===== src/hw/bcq_pkg.sv =====
// package: register map, field positions, reset values and mode type
package bcq_pkg;
    localparam int BCQ_AW = 4;
    localparam int BCQ_DW = 8;
    localparam logic [3:0] BCQ_OFF_MODE = 4'h0;
    localparam logic [3:0] BCQ_OFF_QUAL = 4'h1;
    localparam logic [3:0] BCQ_OFF_A_EXT = 4'h2;
    localparam logic [3:0] BCQ_OFF_A_HI = 4'h3;
    localparam logic [3:0] BCQ_OFF_A_LO = 4'h4;
    localparam logic [3:0] BCQ_OFF_B_EXT = 4'h5;
    localparam logic [3:0] BCQ_OFF_B_HI = 4'h6;
    localparam logic [3:0] BCQ_OFF_B_LO = 4'h7;
    localparam logic [3:0] BCQ_OFF_STATUS = 4'h8;
    // mode register fields
    localparam int BCQ_MODE_BKEN = 7;
    localparam int BCQ_MODE_FULL = 6;
    localparam int BCQ_MODE_TREN = 5;
    // qualify control fields
    localparam int BCQ_Q_AMH = 7;
    localparam int BCQ_Q_AML = 6;
    localparam int BCQ_Q_BMH = 5;
    localparam int BCQ_Q_BML = 4;
    localparam int BCQ_Q_AEN = 3;
    localparam int BCQ_Q_AVAL = 2;
    localparam int BCQ_Q_BEN = 1;
    localparam int BCQ_Q_BVAL = 0;
    // extended register: page select in bit 6, bit 7 ignored
    localparam int BCQ_EXT_PSEL = 6;
    // status fields
    localparam int BCQ_ST_HIT_A = 0;
    localparam int BCQ_ST_HIT_B = 1;
    localparam int BCQ_ST_LEGACY = 2;
    localparam int BCQ_ST_TRACE = 3;
    localparam logic [7:0] BCQ_RST_REG = 8'h00;
    typedef enum logic [1:0] {
        BCQ_MODE_IDLE,
        BCQ_MODE_LEGACY,
        BCQ_MODE_TRACE
    } bcq_mode_t;
endpackage : bcq_pkg


===== src/hw/bcq_cmp_if.sv =====
// interface: one address comparator's setup and result
`timescale 1ns/10ps
interface bcq_cmp_if;
    logic [5:0] ext;
    logic [7:0] hi;
    logic [7:0] lo;
    logic mask_hi;
    logic mask_lo;
    logic page_sel;
    logic [15:0] addr;
    logic [5:0] xaddr;
    logic hit;
    modport cmp (
        input ext, hi, lo, mask_hi, mask_lo, page_sel, addr, xaddr,
        output hit
    );
    modport ctl (
        output ext, hi, lo, mask_hi, mask_lo, page_sel, addr, xaddr,
        input hit
    );
endinterface : bcq_cmp_if


===== src/hw/bcq_addr_cmp.sv =====
// masked address comparator, paged or 16-bit
`timescale 1ns/10ps
module bcq_addr_cmp (
    bcq_cmp_if.cmp c
);
    logic ext_eq;
    logic hi_eq;
    logic lo_eq;

    always_comb begin
        ext_eq = (c.ext == c.xaddr);
        lo_eq = (c.lo == c.addr[7:0]);
        // paged access: high byte holds only address 13:8
        if (c.page_sel) begin
            hi_eq = (c.hi[5:0] == c.addr[13:8]);
        end else begin
            hi_eq = (c.hi == c.addr[15:8]);
        end
    end

    always_comb begin
        if (!c.mask_lo) begin
            // 1:0 is nonsense, so the high mask is dropped here
            if (c.page_sel) begin
                c.hit = ext_eq && hi_eq && lo_eq;
            end else begin
                c.hit = hi_eq && lo_eq;
            end
        end else if (!c.mask_hi) begin
            c.hit = (ext_eq || !c.page_sel) && hi_eq;
        end else begin
            // whole page only: needs a paged access to match
            c.hit = c.page_sel && ext_eq;
        end
    end
endmodule : bcq_addr_cmp


===== src/hw/bcq_top.sv =====
// breakpoint compare qualifier: registers, masking and direction logic
//
// The register addresses and the plain strobed port were left to the implementer.
`timescale 1ns/10ps
module bcq_top
    import bcq_pkg::*;
(
    input wire logic clk,
    input wire logic resetn,
    input wire logic [BCQ_AW-1:0] reg_addr,
    input wire logic [BCQ_DW-1:0] reg_wdata,
    input wire logic reg_wr,
    input wire logic reg_rd,
    output logic [BCQ_DW-1:0] reg_rdata_q,
    input wire logic core_valid,
    input wire logic [15:0] core_addr,
    input wire logic [5:0] core_xaddr,
    input wire logic core_page_access,
    input wire logic core_read,
    input wire logic [15:0] core_data,
    output logic hit_a_q,
    output logic hit_b_q,
    output logic legacy_breakpoint_mode_q,
    output logic trace_debug_mode_q
);
    logic [7:0] mode_reg_q;
    logic [7:0] breakpoint_qualify_control_q;
    logic [7:0] cmp_a_ext_q;
    logic [7:0] cmp_a_high_byte_q;
    logic [7:0] cmp_a_low_byte_q;
    logic [7:0] cmp_b_ext_q;
    logic [7:0] cmp_b_high_byte_q;
    logic [7:0] cmp_b_low_byte_q;
    logic [7:0] rdata_d;
    bcq_mode_t mode_d;
    bcq_mode_t mode_q;
    logic breakpoint_unit_enable;
    logic trace_unit_enable;
    logic full_mode;
    logic a_mask_hi;
    logic a_mask_lo;
    logic b_mask_hi;
    logic b_mask_lo;
    logic data_hit;
    logic dir_a_ok;
    logic dir_b_ok;
    logic hit_a_d;
    logic hit_b_d;

    bcq_cmp_if cmp_a_if ();
    bcq_cmp_if cmp_b_if ();

    assign breakpoint_unit_enable = mode_reg_q[BCQ_MODE_BKEN];
    assign trace_unit_enable = mode_reg_q[BCQ_MODE_TREN];
    assign full_mode = mode_reg_q[BCQ_MODE_FULL];

    // mode register; trace enable cannot be set while breakpoint enable is set
    always_ff @(posedge clk or negedge resetn) begin
        if (!resetn) begin
            mode_reg_q <= BCQ_RST_REG;
        end else if (reg_wr && reg_addr == BCQ_OFF_MODE) begin
            mode_reg_q <= reg_wdata;
            if (reg_wdata[BCQ_MODE_BKEN]) begin
                mode_reg_q[BCQ_MODE_TREN] <= 1'b0;
            end
        end
    end

    always_ff @(posedge clk or negedge resetn) begin
        if (!resetn) begin
            breakpoint_qualify_control_q <= BCQ_RST_REG;
        end else if (reg_wr && reg_addr == BCQ_OFF_QUAL) begin
            breakpoint_qualify_control_q <= reg_wdata;
        end
    end

    always_ff @(posedge clk or negedge resetn) begin
        if (!resetn) begin
            cmp_a_ext_q <= BCQ_RST_REG;
            cmp_a_high_byte_q <= BCQ_RST_REG;
            cmp_a_low_byte_q <= BCQ_RST_REG;
        end else if (reg_wr) begin
            if (reg_addr == BCQ_OFF_A_EXT) begin
                cmp_a_ext_q <= reg_wdata;
            end
            if (reg_addr == BCQ_OFF_A_HI) begin
                cmp_a_high_byte_q <= reg_wdata;
            end
            if (reg_addr == BCQ_OFF_A_LO) begin
                cmp_a_low_byte_q <= reg_wdata;
            end
        end
    end

    always_ff @(posedge clk or negedge resetn) begin
        if (!resetn) begin
            cmp_b_ext_q <= BCQ_RST_REG;
            cmp_b_high_byte_q <= BCQ_RST_REG;
            cmp_b_low_byte_q <= BCQ_RST_REG;
        end else if (reg_wr) begin
            if (reg_addr == BCQ_OFF_B_EXT) begin
                cmp_b_ext_q <= reg_wdata;
            end
            if (reg_addr == BCQ_OFF_B_HI) begin
                cmp_b_high_byte_q <= reg_wdata;
            end
            if (reg_addr == BCQ_OFF_B_LO) begin
                cmp_b_low_byte_q <= reg_wdata;
            end
        end
    end

    // breakpoint enable wins over trace enable
    always_comb begin
        if (breakpoint_unit_enable) begin
            mode_d = BCQ_MODE_LEGACY;
        end else if (trace_unit_enable) begin
            mode_d = BCQ_MODE_TRACE;
        end else begin
            mode_d = BCQ_MODE_IDLE;
        end
    end

    always_ff @(posedge clk or negedge resetn) begin
        if (!resetn) begin
            mode_q <= BCQ_MODE_IDLE;
        end else begin
            mode_q <= mode_d;
        end
    end

    // effective mask bits for each comparator
    always_comb begin
        a_mask_hi = 1'b0;
        a_mask_lo = 1'b0;
        b_mask_hi = 1'b0;
        b_mask_lo = 1'b0;
        unique case (mode_d)
            BCQ_MODE_LEGACY: begin
                a_mask_hi = breakpoint_qualify_control_q[BCQ_Q_AMH];
                a_mask_lo = breakpoint_qualify_control_q[BCQ_Q_AML];
                b_mask_hi = breakpoint_qualify_control_q[BCQ_Q_BMH];
                b_mask_lo = breakpoint_qualify_control_q[BCQ_Q_BML];
            end
            BCQ_MODE_TRACE: begin
                // A masks forced off; B masks only qualify data
                a_mask_hi = 1'b0;
                a_mask_lo = 1'b0;
                if (full_mode) begin
                    b_mask_hi = breakpoint_qualify_control_q[BCQ_Q_BMH];
                    b_mask_lo = breakpoint_qualify_control_q[BCQ_Q_BML];
                end
            end
            BCQ_MODE_IDLE: begin
                a_mask_hi = 1'b0;
                a_mask_lo = 1'b0;
            end
        endcase
    end

    // legacy mode pages on any paged access; trace mode needs page select too
    assign cmp_a_if.page_sel = core_page_access &&
        (mode_d == BCQ_MODE_LEGACY || cmp_a_ext_q[BCQ_EXT_PSEL]);
    assign cmp_a_if.ext = cmp_a_ext_q[5:0];
    assign cmp_a_if.hi = cmp_a_high_byte_q;
    assign cmp_a_if.lo = cmp_a_low_byte_q;
    assign cmp_a_if.mask_hi = a_mask_hi;
    assign cmp_a_if.mask_lo = a_mask_lo;
    assign cmp_a_if.addr = core_addr;
    assign cmp_a_if.xaddr = core_xaddr;

    assign cmp_b_if.page_sel = core_page_access &&
        (mode_d == BCQ_MODE_LEGACY || cmp_b_ext_q[BCQ_EXT_PSEL]);
    assign cmp_b_if.ext = cmp_b_ext_q[5:0];
    assign cmp_b_if.hi = cmp_b_high_byte_q;
    assign cmp_b_if.lo = cmp_b_low_byte_q;
    assign cmp_b_if.mask_hi = b_mask_hi;
    assign cmp_b_if.mask_lo = b_mask_lo;
    assign cmp_b_if.addr = core_addr;
    assign cmp_b_if.xaddr = core_xaddr;

    bcq_addr_cmp u_cmp_a (
        .c(cmp_a_if.cmp)
    );

    bcq_addr_cmp u_cmp_b (
        .c(cmp_b_if.cmp)
    );

    // data compare for full mode; extended bits play no part
    always_comb begin
        unique case ({b_mask_hi, b_mask_lo})
            2'b00: data_hit = (cmp_b_high_byte_q == core_data[15:8]) &&
                (cmp_b_low_byte_q == core_data[7:0]);
            2'b01: data_hit = (cmp_b_high_byte_q == core_data[15:8]);
            2'b10: data_hit = (cmp_b_low_byte_q == core_data[7:0]);
            2'b11: data_hit = 1'b1;
        endcase
    end

    // direction qualification
    always_comb begin
        dir_a_ok = 1'b1;
        if (breakpoint_qualify_control_q[BCQ_Q_AEN]) begin
            dir_a_ok = (core_read == breakpoint_qualify_control_q[BCQ_Q_AVAL]);
        end
    end

    always_comb begin
        dir_b_ok = 1'b1;
        // data cycles carry no useful direction for comparator B
        if (breakpoint_qualify_control_q[BCQ_Q_BEN] && !full_mode) begin
            dir_b_ok = (core_read == breakpoint_qualify_control_q[BCQ_Q_BVAL]);
        end
    end

    always_comb begin
        hit_a_d = 1'b0;
        hit_b_d = 1'b0;
        if (core_valid && mode_d != BCQ_MODE_IDLE) begin
            hit_a_d = cmp_a_if.hit && dir_a_ok;
            if (full_mode) begin
                hit_b_d = data_hit;
            end else begin
                hit_b_d = cmp_b_if.hit && dir_b_ok;
            end
        end
    end

    always_ff @(posedge clk or negedge resetn) begin
        if (!resetn) begin
            hit_a_q <= 1'b0;
            hit_b_q <= 1'b0;
        end else begin
            hit_a_q <= hit_a_d;
            hit_b_q <= hit_b_d;
        end
    end

    always_ff @(posedge clk or negedge resetn) begin
        if (!resetn) begin
            legacy_breakpoint_mode_q <= 1'b0;
            trace_debug_mode_q <= 1'b0;
        end else begin
            legacy_breakpoint_mode_q <= (mode_d == BCQ_MODE_LEGACY);
            trace_debug_mode_q <= (mode_d == BCQ_MODE_TRACE);
        end
    end

    // read mux; unmapped offsets read zero
    always_comb begin
        rdata_d = 8'h00;
        unique case (reg_addr)
            BCQ_OFF_MODE: rdata_d = mode_reg_q;
            BCQ_OFF_QUAL: rdata_d = breakpoint_qualify_control_q;
            BCQ_OFF_A_EXT: rdata_d = cmp_a_ext_q;
            BCQ_OFF_A_HI: rdata_d = cmp_a_high_byte_q;
            BCQ_OFF_A_LO: rdata_d = cmp_a_low_byte_q;
            BCQ_OFF_B_EXT: rdata_d = cmp_b_ext_q;
            BCQ_OFF_B_HI: rdata_d = cmp_b_high_byte_q;
            BCQ_OFF_B_LO: rdata_d = cmp_b_low_byte_q;
            BCQ_OFF_STATUS: begin
                rdata_d[BCQ_ST_HIT_A] = hit_a_q;
                rdata_d[BCQ_ST_HIT_B] = hit_b_q;
                rdata_d[BCQ_ST_LEGACY] = (mode_q == BCQ_MODE_LEGACY);
                rdata_d[BCQ_ST_TRACE] = (mode_q == BCQ_MODE_TRACE);
            end
            default: rdata_d = 8'h00;
        endcase
    end

    // data held only in the cycle after the read strobe
    always_ff @(posedge clk or negedge resetn) begin
        if (!resetn) begin
            reg_rdata_q <= 8'h00;
        end else if (reg_rd) begin
            reg_rdata_q <= rdata_d;
        end else begin
            reg_rdata_q <= 8'h00;
        end
    end
endmodule : bcq_top


===== config.mk =====
export PLATFORM = sky130hd
export DESIGN_NAME = bcq_top
export DESIGN_NICKNAME = d
export VERILOG_FILES = /design/src/hw/bcq_pkg.sv /design/src/hw/bcq_cmp_if.sv /design/src/hw/bcq_addr_cmp.sv /design/src/hw/bcq_top.sv
export SDC_FILE = /design/constraint.sdc
export NUM_CORES = 1
export LEC_CHECK = 0
export BUFFER_PORTS_ARGS = -buffer_cell sky130_fd_sc_hd__buf_2
export CELL_PAD_IN_SITES_DETAIL_PLACEMENT = 0
export CELL_PAD_IN_SITES_GLOBAL_PLACEMENT = 1
export CORE_MARGIN = 10
export CORE_UTILIZATION = 41
export DETAILED_ROUTE_END_ITERATION = 8
export PLACE_DENSITY = 0.78
export SYNTH_ARGS = -nofsm -noshare
export SYNTH_HDL_FRONTEND = slang
export SYNTH_SLANG_ARGS = --single-unit
export TNS_END_PERCENT = 30

===== constraint.sdc =====
create_clock -name clk -period 1.4 [get_ports clk]
set_clock_uncertainty 0.15 [all_clocks]
set_input_delay 0.42 -clock clk [delete_from_list [all_inputs] [get_ports clk]]
set_output_delay 0.42 -clock clk [all_outputs]
set_load 0.01 [all_outputs]

==> metrics.md, run 1 <==
| Metric | Value |
|---|---|
| Status | complete, but fails checks |
| Failing checks | negative setup slack |
| Post-synth top area cell | dfrtp_1 |
| DRC errors left | 0 |
| Max-Cap Viols | 0 |
| Total track usage | 0.192 |
| Num ports | 69 |
| Setup ws final | -0.288 ns |
| Met1 WL | 6580 um |
| Crit path required time | 1.54 ns |
| Rel. slew slack | 0.692 |
| Std cell rows | 37 |
| Worst Setup End Kind | flop |
| Nets@finish | 584 |
| Achievable Freq | 0.592 GHz |
| Setup CP Type | reg -> reg |
| WL met3 | 966 um |
| HP Class | in -> reg |
| FF+latch count, synth | 78 |
| H-tree Lvls | 3 |
| Wire length per cell | 21.5 um |
| Core area | 0.0104 mm2 |
| Final setup vio count | 22 |
| Initial Util | 0.421 |
| Cells after DPL | 642 |
| Async set-reset flop share out of synthesis | 1.00 |
| Routed met2 length | 6570 um |
| Port Buf Inserts | 68 |
| DRT antenna net count | 0 |
| Syn nets | 416 |
| EDFF count, synth | 0 |
| FILL cells | 860 |
| Synth top area cells | dfrtp_1 45%, mux2_2 17%, xnor2_1 7.0%, xor2_1 5.4%, mux4_2 2.6% |
| Top FF cell, synth | dfrtp_1 |
| DIE HEIGHT | 123 um |
| RSZ-0062 raised after global routing | yes |
| PD cells | 1200 mW/mm2 |
| Routed WL | 14,300 um |
| Final number of hold-violating endpoints | 0 |
| DR vias/cell | 5.39 |
| Die area | 0.0152 mm2 |
| Critical path's top delay family | flip-flops |
| Clock net sink count | 78 |
| Sequential area share after synthesis | 0.447 |
| CP cell instances | xnor2_1 > nand4_1 > nor3_2 > buf_4 > nand3_2 > a21oi_2 |
| Cell variety after synth | 50 |
| Leakage | 2.78 nW |
| Top cell type's share of synthesized area | 0.447 |
| Max-slew violation count | 0 |
| Tightest Pin Transition | 0.459 ns |
| Worst path bufs/invs | 1 |
| Clock transition at path regs | 0.09 ns |
| Peak VDD IR | 631 uV |
| DP Wirelength | 11,200 um |
| Clk_lat worst skew | 0.36 ns |
| Synth Cell Area | 0.00437 mm2 |
| Slowest-stage cell, CP | dfrtp_1 |
| TritonCTS clock tree | built |
| Final worst path period share | 1.21 |
| GPL Wtd Cong | 0.936 |
| Largest net degree at the start of global routing | 26 |
| Global-route wire length before repair | 22,000 um |
| Share of cells above drive strength 1 | 0.553 |
| Worst setup SP type | flop |
| Pwr Total | 7.43 mW |
| Post-route minimum period | 1.69 ns |
| Via count | 3,599 |
| DR iter-0 viols | 233 |
| CP max stage delay | 0.44 ns |
| Mapped Cells | 359 |
| Global route total overflow | 0 |
| Ant. Diodes | 0 |
| Initial antenna violation count | 0 |
| DIE WIDTH | 123 um |
| Multi-input logic area | 0.00249 mm2 |
| Clock tree buffer depth | 2 |
| Non-Filler Instances | 668 |
| Highest metal used | met4 |
| Arr. time, crit path | 1.82 ns |
| Drt first pass iters | 4 |
| Average size of a mapped cell | 12.2 um2 |
| TritonCTS buffer count | 9 |
| Fin Hold WS | 0.178 ns |
| CP Max Fanout | 3 |
| Reg area | 0.00196 mm2 |
| CTS root buffer | clkbuf_8 |
| Yosys warnings | 0 |
| Vias in the first global route | 3,868 |
| Area grow syn2layout | 41.5% |
-- final timing paths --
path	start	to	slack, ns	depth (start not counted)
max in group asynchronous	resetn	cmp_b_if.lo[2]$_DFFE_PN0P_	0.34	3
worst max register to register	cmp_a_high_byte_q[2]$_DFFE_PN0P_	hit_a_q$_DFF_PN0_	-0.29	6
worst max-delay path	cmp_a_high_byte_q[2]$_DFFE_PN0P_	hit_a_q$_DFF_PN0_	-0.29	6
worst min-delay path	reg_rd	reg_rdata_q[3]$_DFF_PN0_	0.18	2
min in group asynchronous	resetn	trace_debug_mode_q$_DFF_PN0_	0.32	2
worst min register to register	mode_reg_q[2]$_DFFE_PN0P_	mode_reg_q[2]$_DFFE_PN0P_	0.37	1
-- cells in the mapped netlist (5+ instances only) --
| master | count |
|---|---|
| dfrtp_1 | 78 |
| mux2_2 | 66 |
| xnor2_1 | 35 |
| xor2_1 | 27 |
| nand2_1 | 17 |
| o21ai_0 | 15 |
| nand3_1 | 9 |
| mux2i_1 | 8 |
| nand4_1 | 8 |
| nor2_1 | 8 |
| a21oi_1 | 6 |
| clkbuf_8 | 6 |
| nor4_1 | 6 |
| mux4_2 | 5 |
-- placed cells by master, fill, tap and decap left out, types with 3 or more instances in the layout --
master	netlist	layout
nor2_1	8	6
nand3_2	3	3
clkinvlp_4	0	4
inv_6	0	3
buf_6	3	19
xor2_1	27	27
nand2b_1	3	3
xnor2_1	35	35
clkbuf_8	6	9
nor4_1	6	3
mux4_2	5	5
nand2_1	17	14
dfrtp_2	0	3
a32oi_1	4	4
nor4_2	0	3
nor2_4	3	5
o21ai_1	0	7
nor2b_1	4	3
dfrtp_1	78	75
buf_2	2	56
mux2_4	0	16
o21ai_0	15	6
nor3_1	4	3
nand3_1	9	7
a21oi_1	6	4
buf_4	1	80
nand4_1	8	8
mux2_2	66	50
buf_12	0	13
mux2i_1	8	8
-- registers in the layout, summed over array words and instances, names as in the netlist, 2 cells and up --
| register | cells |
|---|---|
| cmp_a_ext_q | 8 |
| cmp_b_if.lo | 8 |
| cmp_a_high_byte_q | 8 |
| breakpoint_qualify_control_q | 8 |
| reg_rdata_q | 8 |
| cmp_a_if.lo | 8 |
| mode_q | 2 |
| mode_reg_q | 8 |
| cmp_b_high_byte_q | 8 |
| cmp_b_ext_q | 8 |
-- metrics by stage --
stage / setup TNS, ns / cell area [um2] / utilization / worst slack, ns
detailed placement: -35.40 / 5580 / 0.538 / -0.616
finish: -1.64 / 6180 / 0.596 / -0.288
global route: -2.37 / 6180 / 0.596 / -0.337
global placement: -34.20 / 5580 / 0.538 / -0.592
CTS: -1.86 / 6050 / 0.583 / -0.239
floorplan: -11.58 / 4430 / - / -0.242
-- routing by layer --
layer | vias to the layer above | track usage
met3 | 15 | 0.0497
met2 | 130 | 0.297
li1 | 1647 | -
met5 | - | 0
met1 | 1807 | 0.262
met4 | 0 | 0.0480
-- power by group --
part | total [mW] | internal [mW] | leakage (nW) | switching (mW)
clock network | 1.62 | 0.662 | 0.0789 | 0.957
logic | 2.65 | 1.54 | 1.73 | 1.11
registers | 3.16 | 2.72 | 0.970 | 0.442
-- worst reg2reg max path: stages, from the launching register on --
cell and delay, ns:
dfrtp_1 0.44, xnor2_1 0.20, nand4_1 0.13, nor3_2 0.24, buf_4 0.18, nand3_2 0.07
a21oi_2 0.21
-- cells by family after synthesis --
family,synth area share
simple gates,0.114
mux,0.214
flops,0.447
xor+xnor,0.124
compound gates,0.0662
buf+inv,0.0341
-- timing repair --
item,4_1_cts,5_1_grt
endpoints found under the hold margin,13,0
resized for setup,53,27
setup buffers,7,1
endpoints found under the setup margin,85,59
gates cloned,1,0
hold buffers,1,0
pin swaps,21,17
-- area by class of cell --
cell class	count	area share
Inverter	3	0.00223
Multi-Input combinational cell	266	0.403
Sequential cell	78	0.317
Clock inverter	7	0.00911
Clock buffer	9	0.0201
Timing Repair Buffer	169	0.221
Tap cell	136	0.0275
Note: power is estimated with default switching activity, not from simulation.
==> run 2, diff against run 1 <==
CORE_UTILIZATION = 43   (was 41)
CTS_BUF_LIST = sky130_fd_sc_hd__clkbuf_8   (was default)
PLACE_DENSITY = 0.81   (was 0.78)
==> run 2 against run 1 <==
  * The flow still finishes with violations (negative setup slack)
  * Wire length up 1.9%
  * Power is 3.1% higher
  * Critical path depth shrank 2
  * Hold slack worse by 0.0013 ns
  * Final cell count shrank 1.5%
  * Clock power up 12%
  * Via count down 1.4%
  * Flip-flop and latch count stayed put
==> metrics.md, run 2 (synthesized netlist as in run 1, its figures left out) <==
| Metric | Value |
|---|---|
| Ant. Diodes | 0 (unchanged) |
| Num ports | 69 (unchanged) |
| Failing checks | negative setup slack (unchanged) |
| Setup TNS | -1.30 ns (was -1.64 ns) |
| Final number of hold-violating endpoints | 0 (unchanged) |
| Worst setup SP type | flop (unchanged) |
| CTS root buffer | clkbuf_8 (unchanged) |
| Area grow syn2layout | 42.8% (was 41.5%) |
| Highest metal used | met4 (unchanged) |
| Arr. time, crit path | 1.67 ns (was 1.82 ns) |
| Final worst path period share | 1.12 (was 1.21) |
| Final setup vio count | 19 (was 22) |
| Clock transition at path regs | 0.09 ns (about the same) |
| HP Class | in -> reg (unchanged) |
| Post-route cell area | 0.00623 mm2 (was 0.00618 mm2) |
| Max-slew violation count | 0 (unchanged) |
| Port Buf Inserts | 68 (unchanged) |
| Global route total overflow | 0 (unchanged) |
| CP Max Fanout | 3 (unchanged) |
| Cells after DPL | 634 (was 642) |
| DP Wirelength | 11,300 um (was 11,200 um) |
| Leakage | 2.81 nW (was 2.78 nW) |
| Max-Cap Viols | 0 (unchanged) |
| Setup ws final | -0.161 ns (was -0.288 ns) |
| DRT antenna net count | 0 (unchanged) |
| Status | complete, but fails checks (unchanged) |
| TritonCTS clock tree | built (unchanged) |
| Routed WL | 14,600 um (was 14,300 um) |
| Slowest-stage cell, CP | dfrtp_2 (was dfrtp_1) |
| Vias in the first global route | 3,946 (was 3,868) |
| Non-Filler Instances | 658 (was 668) |
| Routed met2 length | 7030 um (was 6570 um) |
| DIE HEIGHT | 121 um (was 123 um) |
| Nets@finish | 577 (was 584) |
| H-tree Lvls | 3 (unchanged) |
| DIE WIDTH | 121 um (was 123 um) |
| Clk_lat worst skew | 0.36 ns (about the same) |
| Via count | 3,548 (was 3,599) |
| Share of cells above drive strength 1 | 0.568 (was 0.553) |
| DR vias/cell | 5.39 (about the same) |
| Commonest non-fill, non-tap cell in the layout | dfrtp_1 (was buf_4) |
| Die area | 0.0146 mm2 (was 0.0152 mm2) |
| WL met3 | 780 um (was 966 um) |
| Clock tree buffer depth | 2 (unchanged) |
| Core area | 0.00982 mm2 (was 0.0104 mm2) |
| Initial Util | 0.445 (was 0.421) |
| Total track usage | 0.203 (was 0.192) |
| RSZ-0062 raised after global routing | yes (unchanged) |
| Tightest Pin Transition | 0.441 ns (was 0.459 ns) |
| Worst Setup End Kind | flop (unchanged) |
| Setup WS pre-CTS | -0.551 ns (was -0.616 ns) |
| Rel. slew slack | 0.705 (was 0.692) |
| Crit path required time | 1.51 ns (was 1.54 ns) |
| Global-route wire length before repair | 22,400 um (was 22,000 um) |
| CP max stage delay | 0.46 ns (was 0.44 ns) |
| Clock net sink count | 78 (unchanged) |
| Largest net degree at the start of global routing | 55 (was 26) |
| DRC errors left | 0 (unchanged) |
| DR iter-0 viols | 254 (was 233) |
| Pwr Total | 7.66 mW (was 7.43 mW) |
| CP cell instances | mux2_2 > a22oi_2 > o22ai_1 > o311a_1 (was xnor2_1 > nand4_1 > nor3_2 > buf_4 > nand3_2 > a21oi_2) |
| Peak VDD IR | 663 uV (was 631 uV) |
| Met1 WL | 6390 um (was 6580 um) |
| TritonCTS buffer count | 9 (unchanged) |
| Worst path bufs/invs | 0 (was 1) |
| Post-route minimum period | 1.56 ns (was 1.69 ns) |
| Commonest non-fill, non-tap cells in the layout | 74 x dfrtp_1, 71 x buf_4, 57 x buf_2 (was 80 x buf_4, 75 x dfrtp_1, 56 x buf_2) |
| DP Area | 0.00558 mm2 (about the same) |
| Std cell rows | 36 (was 37) |
| Achievable Freq | 0.640 GHz (was 0.592 GHz) |
| GPL Wtd Cong | 0.941 (was 0.936) |
| Drt first pass iters | 4 (unchanged) |
| Initial antenna violation count | 0 (unchanged) |
| PD cells | 1230 mW/mm2 (was 1200 mW/mm2) |
| Critical path's top delay family | compound AO/OA/AOI/OAI gates (was flip-flops) |
| Setup CP Type | reg -> reg (unchanged) |
| Wire length per cell | 22.2 um (was 21.5 um) |
[run 2: cell types whose count changed in the layout (fill, tap and decap cells not counted), sizes merged]
cell,previous run,this run
inv,6,5
bufinv,0,1
buf,168,161
clkinvlp,4,2
clkbuf,9,12
nand3b,4,3
[run 2: final timing paths]
kind / startpoint / cells after the start / to / slack (ns)
worst min register to register: mode_reg_q[3]$_DFFE_PN0P_ / 1 / mode_reg_q[3]$_DFFE_PN0P_ / 0.37
worst max-delay path: cmp_b_if.lo[3]$_DFFE_PN0P_ / 4 / reg_rdata_q[3]$_DFF_PN0_ / -0.16
max in group asynchronous: resetn / 3 / cmp_a_high_byte_q[5]$_DFFE_PN0P_ / 0.37
worst min-delay path: reg_rd / 2 / reg_rdata_q[3]$_DFF_PN0_ / 0.18
min in group asynchronous: resetn / 3 / trace_debug_mode_q$_DFF_PN0_ / 0.43
worst max register to register: cmp_b_if.lo[3]$_DFFE_PN0P_ / 4 / reg_rdata_q[3]$_DFF_PN0_ / -0.16
[run 2: layout make-up]
| cell class | count | area, um2 |
|---|---|---|
| Fill cell | 825 | 3580 |
| Multi-Input combinational cell | 265 | 2540 |
| Inverter | 3 | 16.3 |
| Clock inverter | 5 | 57.6 |
| Timing Repair Buffer | 163 | 1340 |
| Sequential cell | 78 | 1960 |
| Clock buffer | 11 | 151 |
| Tap cell | 133 | 166 |
[run 2: routing by layer]
layer,vias up,GRT usage
met1,1782,0.256
met3,25,0.0396
li1,1623,-
met4,0,0.0958
met2,118,0.328
met5,-,0
[run 2: report_power, final]
part / total, mW / internal (mW) / switching, mW
combinational: 2.68 / 1.56 / 1.12
clock: 1.81 / 0.922 / 0.885
sequential: 3.17 / 2.72 / 0.448
[run 2: worst reg2reg max path: stages, from the launching register on]
cell,delay (ns)
dfrtp_2,0.46
mux2_2,0.30
a22oi_2,0.15
o22ai_1,0.11
o311a_1,0.29
[run 2: timing repair]
item | 4_1_cts | 5_1_grt
setup endpoints to repair | 77 | 75
pin swaps | 29 | 21
buffers inserted | 7 | 4
hold endpoints to repair | 78 | 0
hold buffers | 1 | 0
resized for setup | 50 | 45
[run 2: through the flow]
stage,hold slack (ns),util
detailed placement,0.284,0.568
global placement,0.282,0.568
floorplan,-0.0256,-
CTS,0.170,0.613
global route,0.182,0.635
finish,0.177,0.635
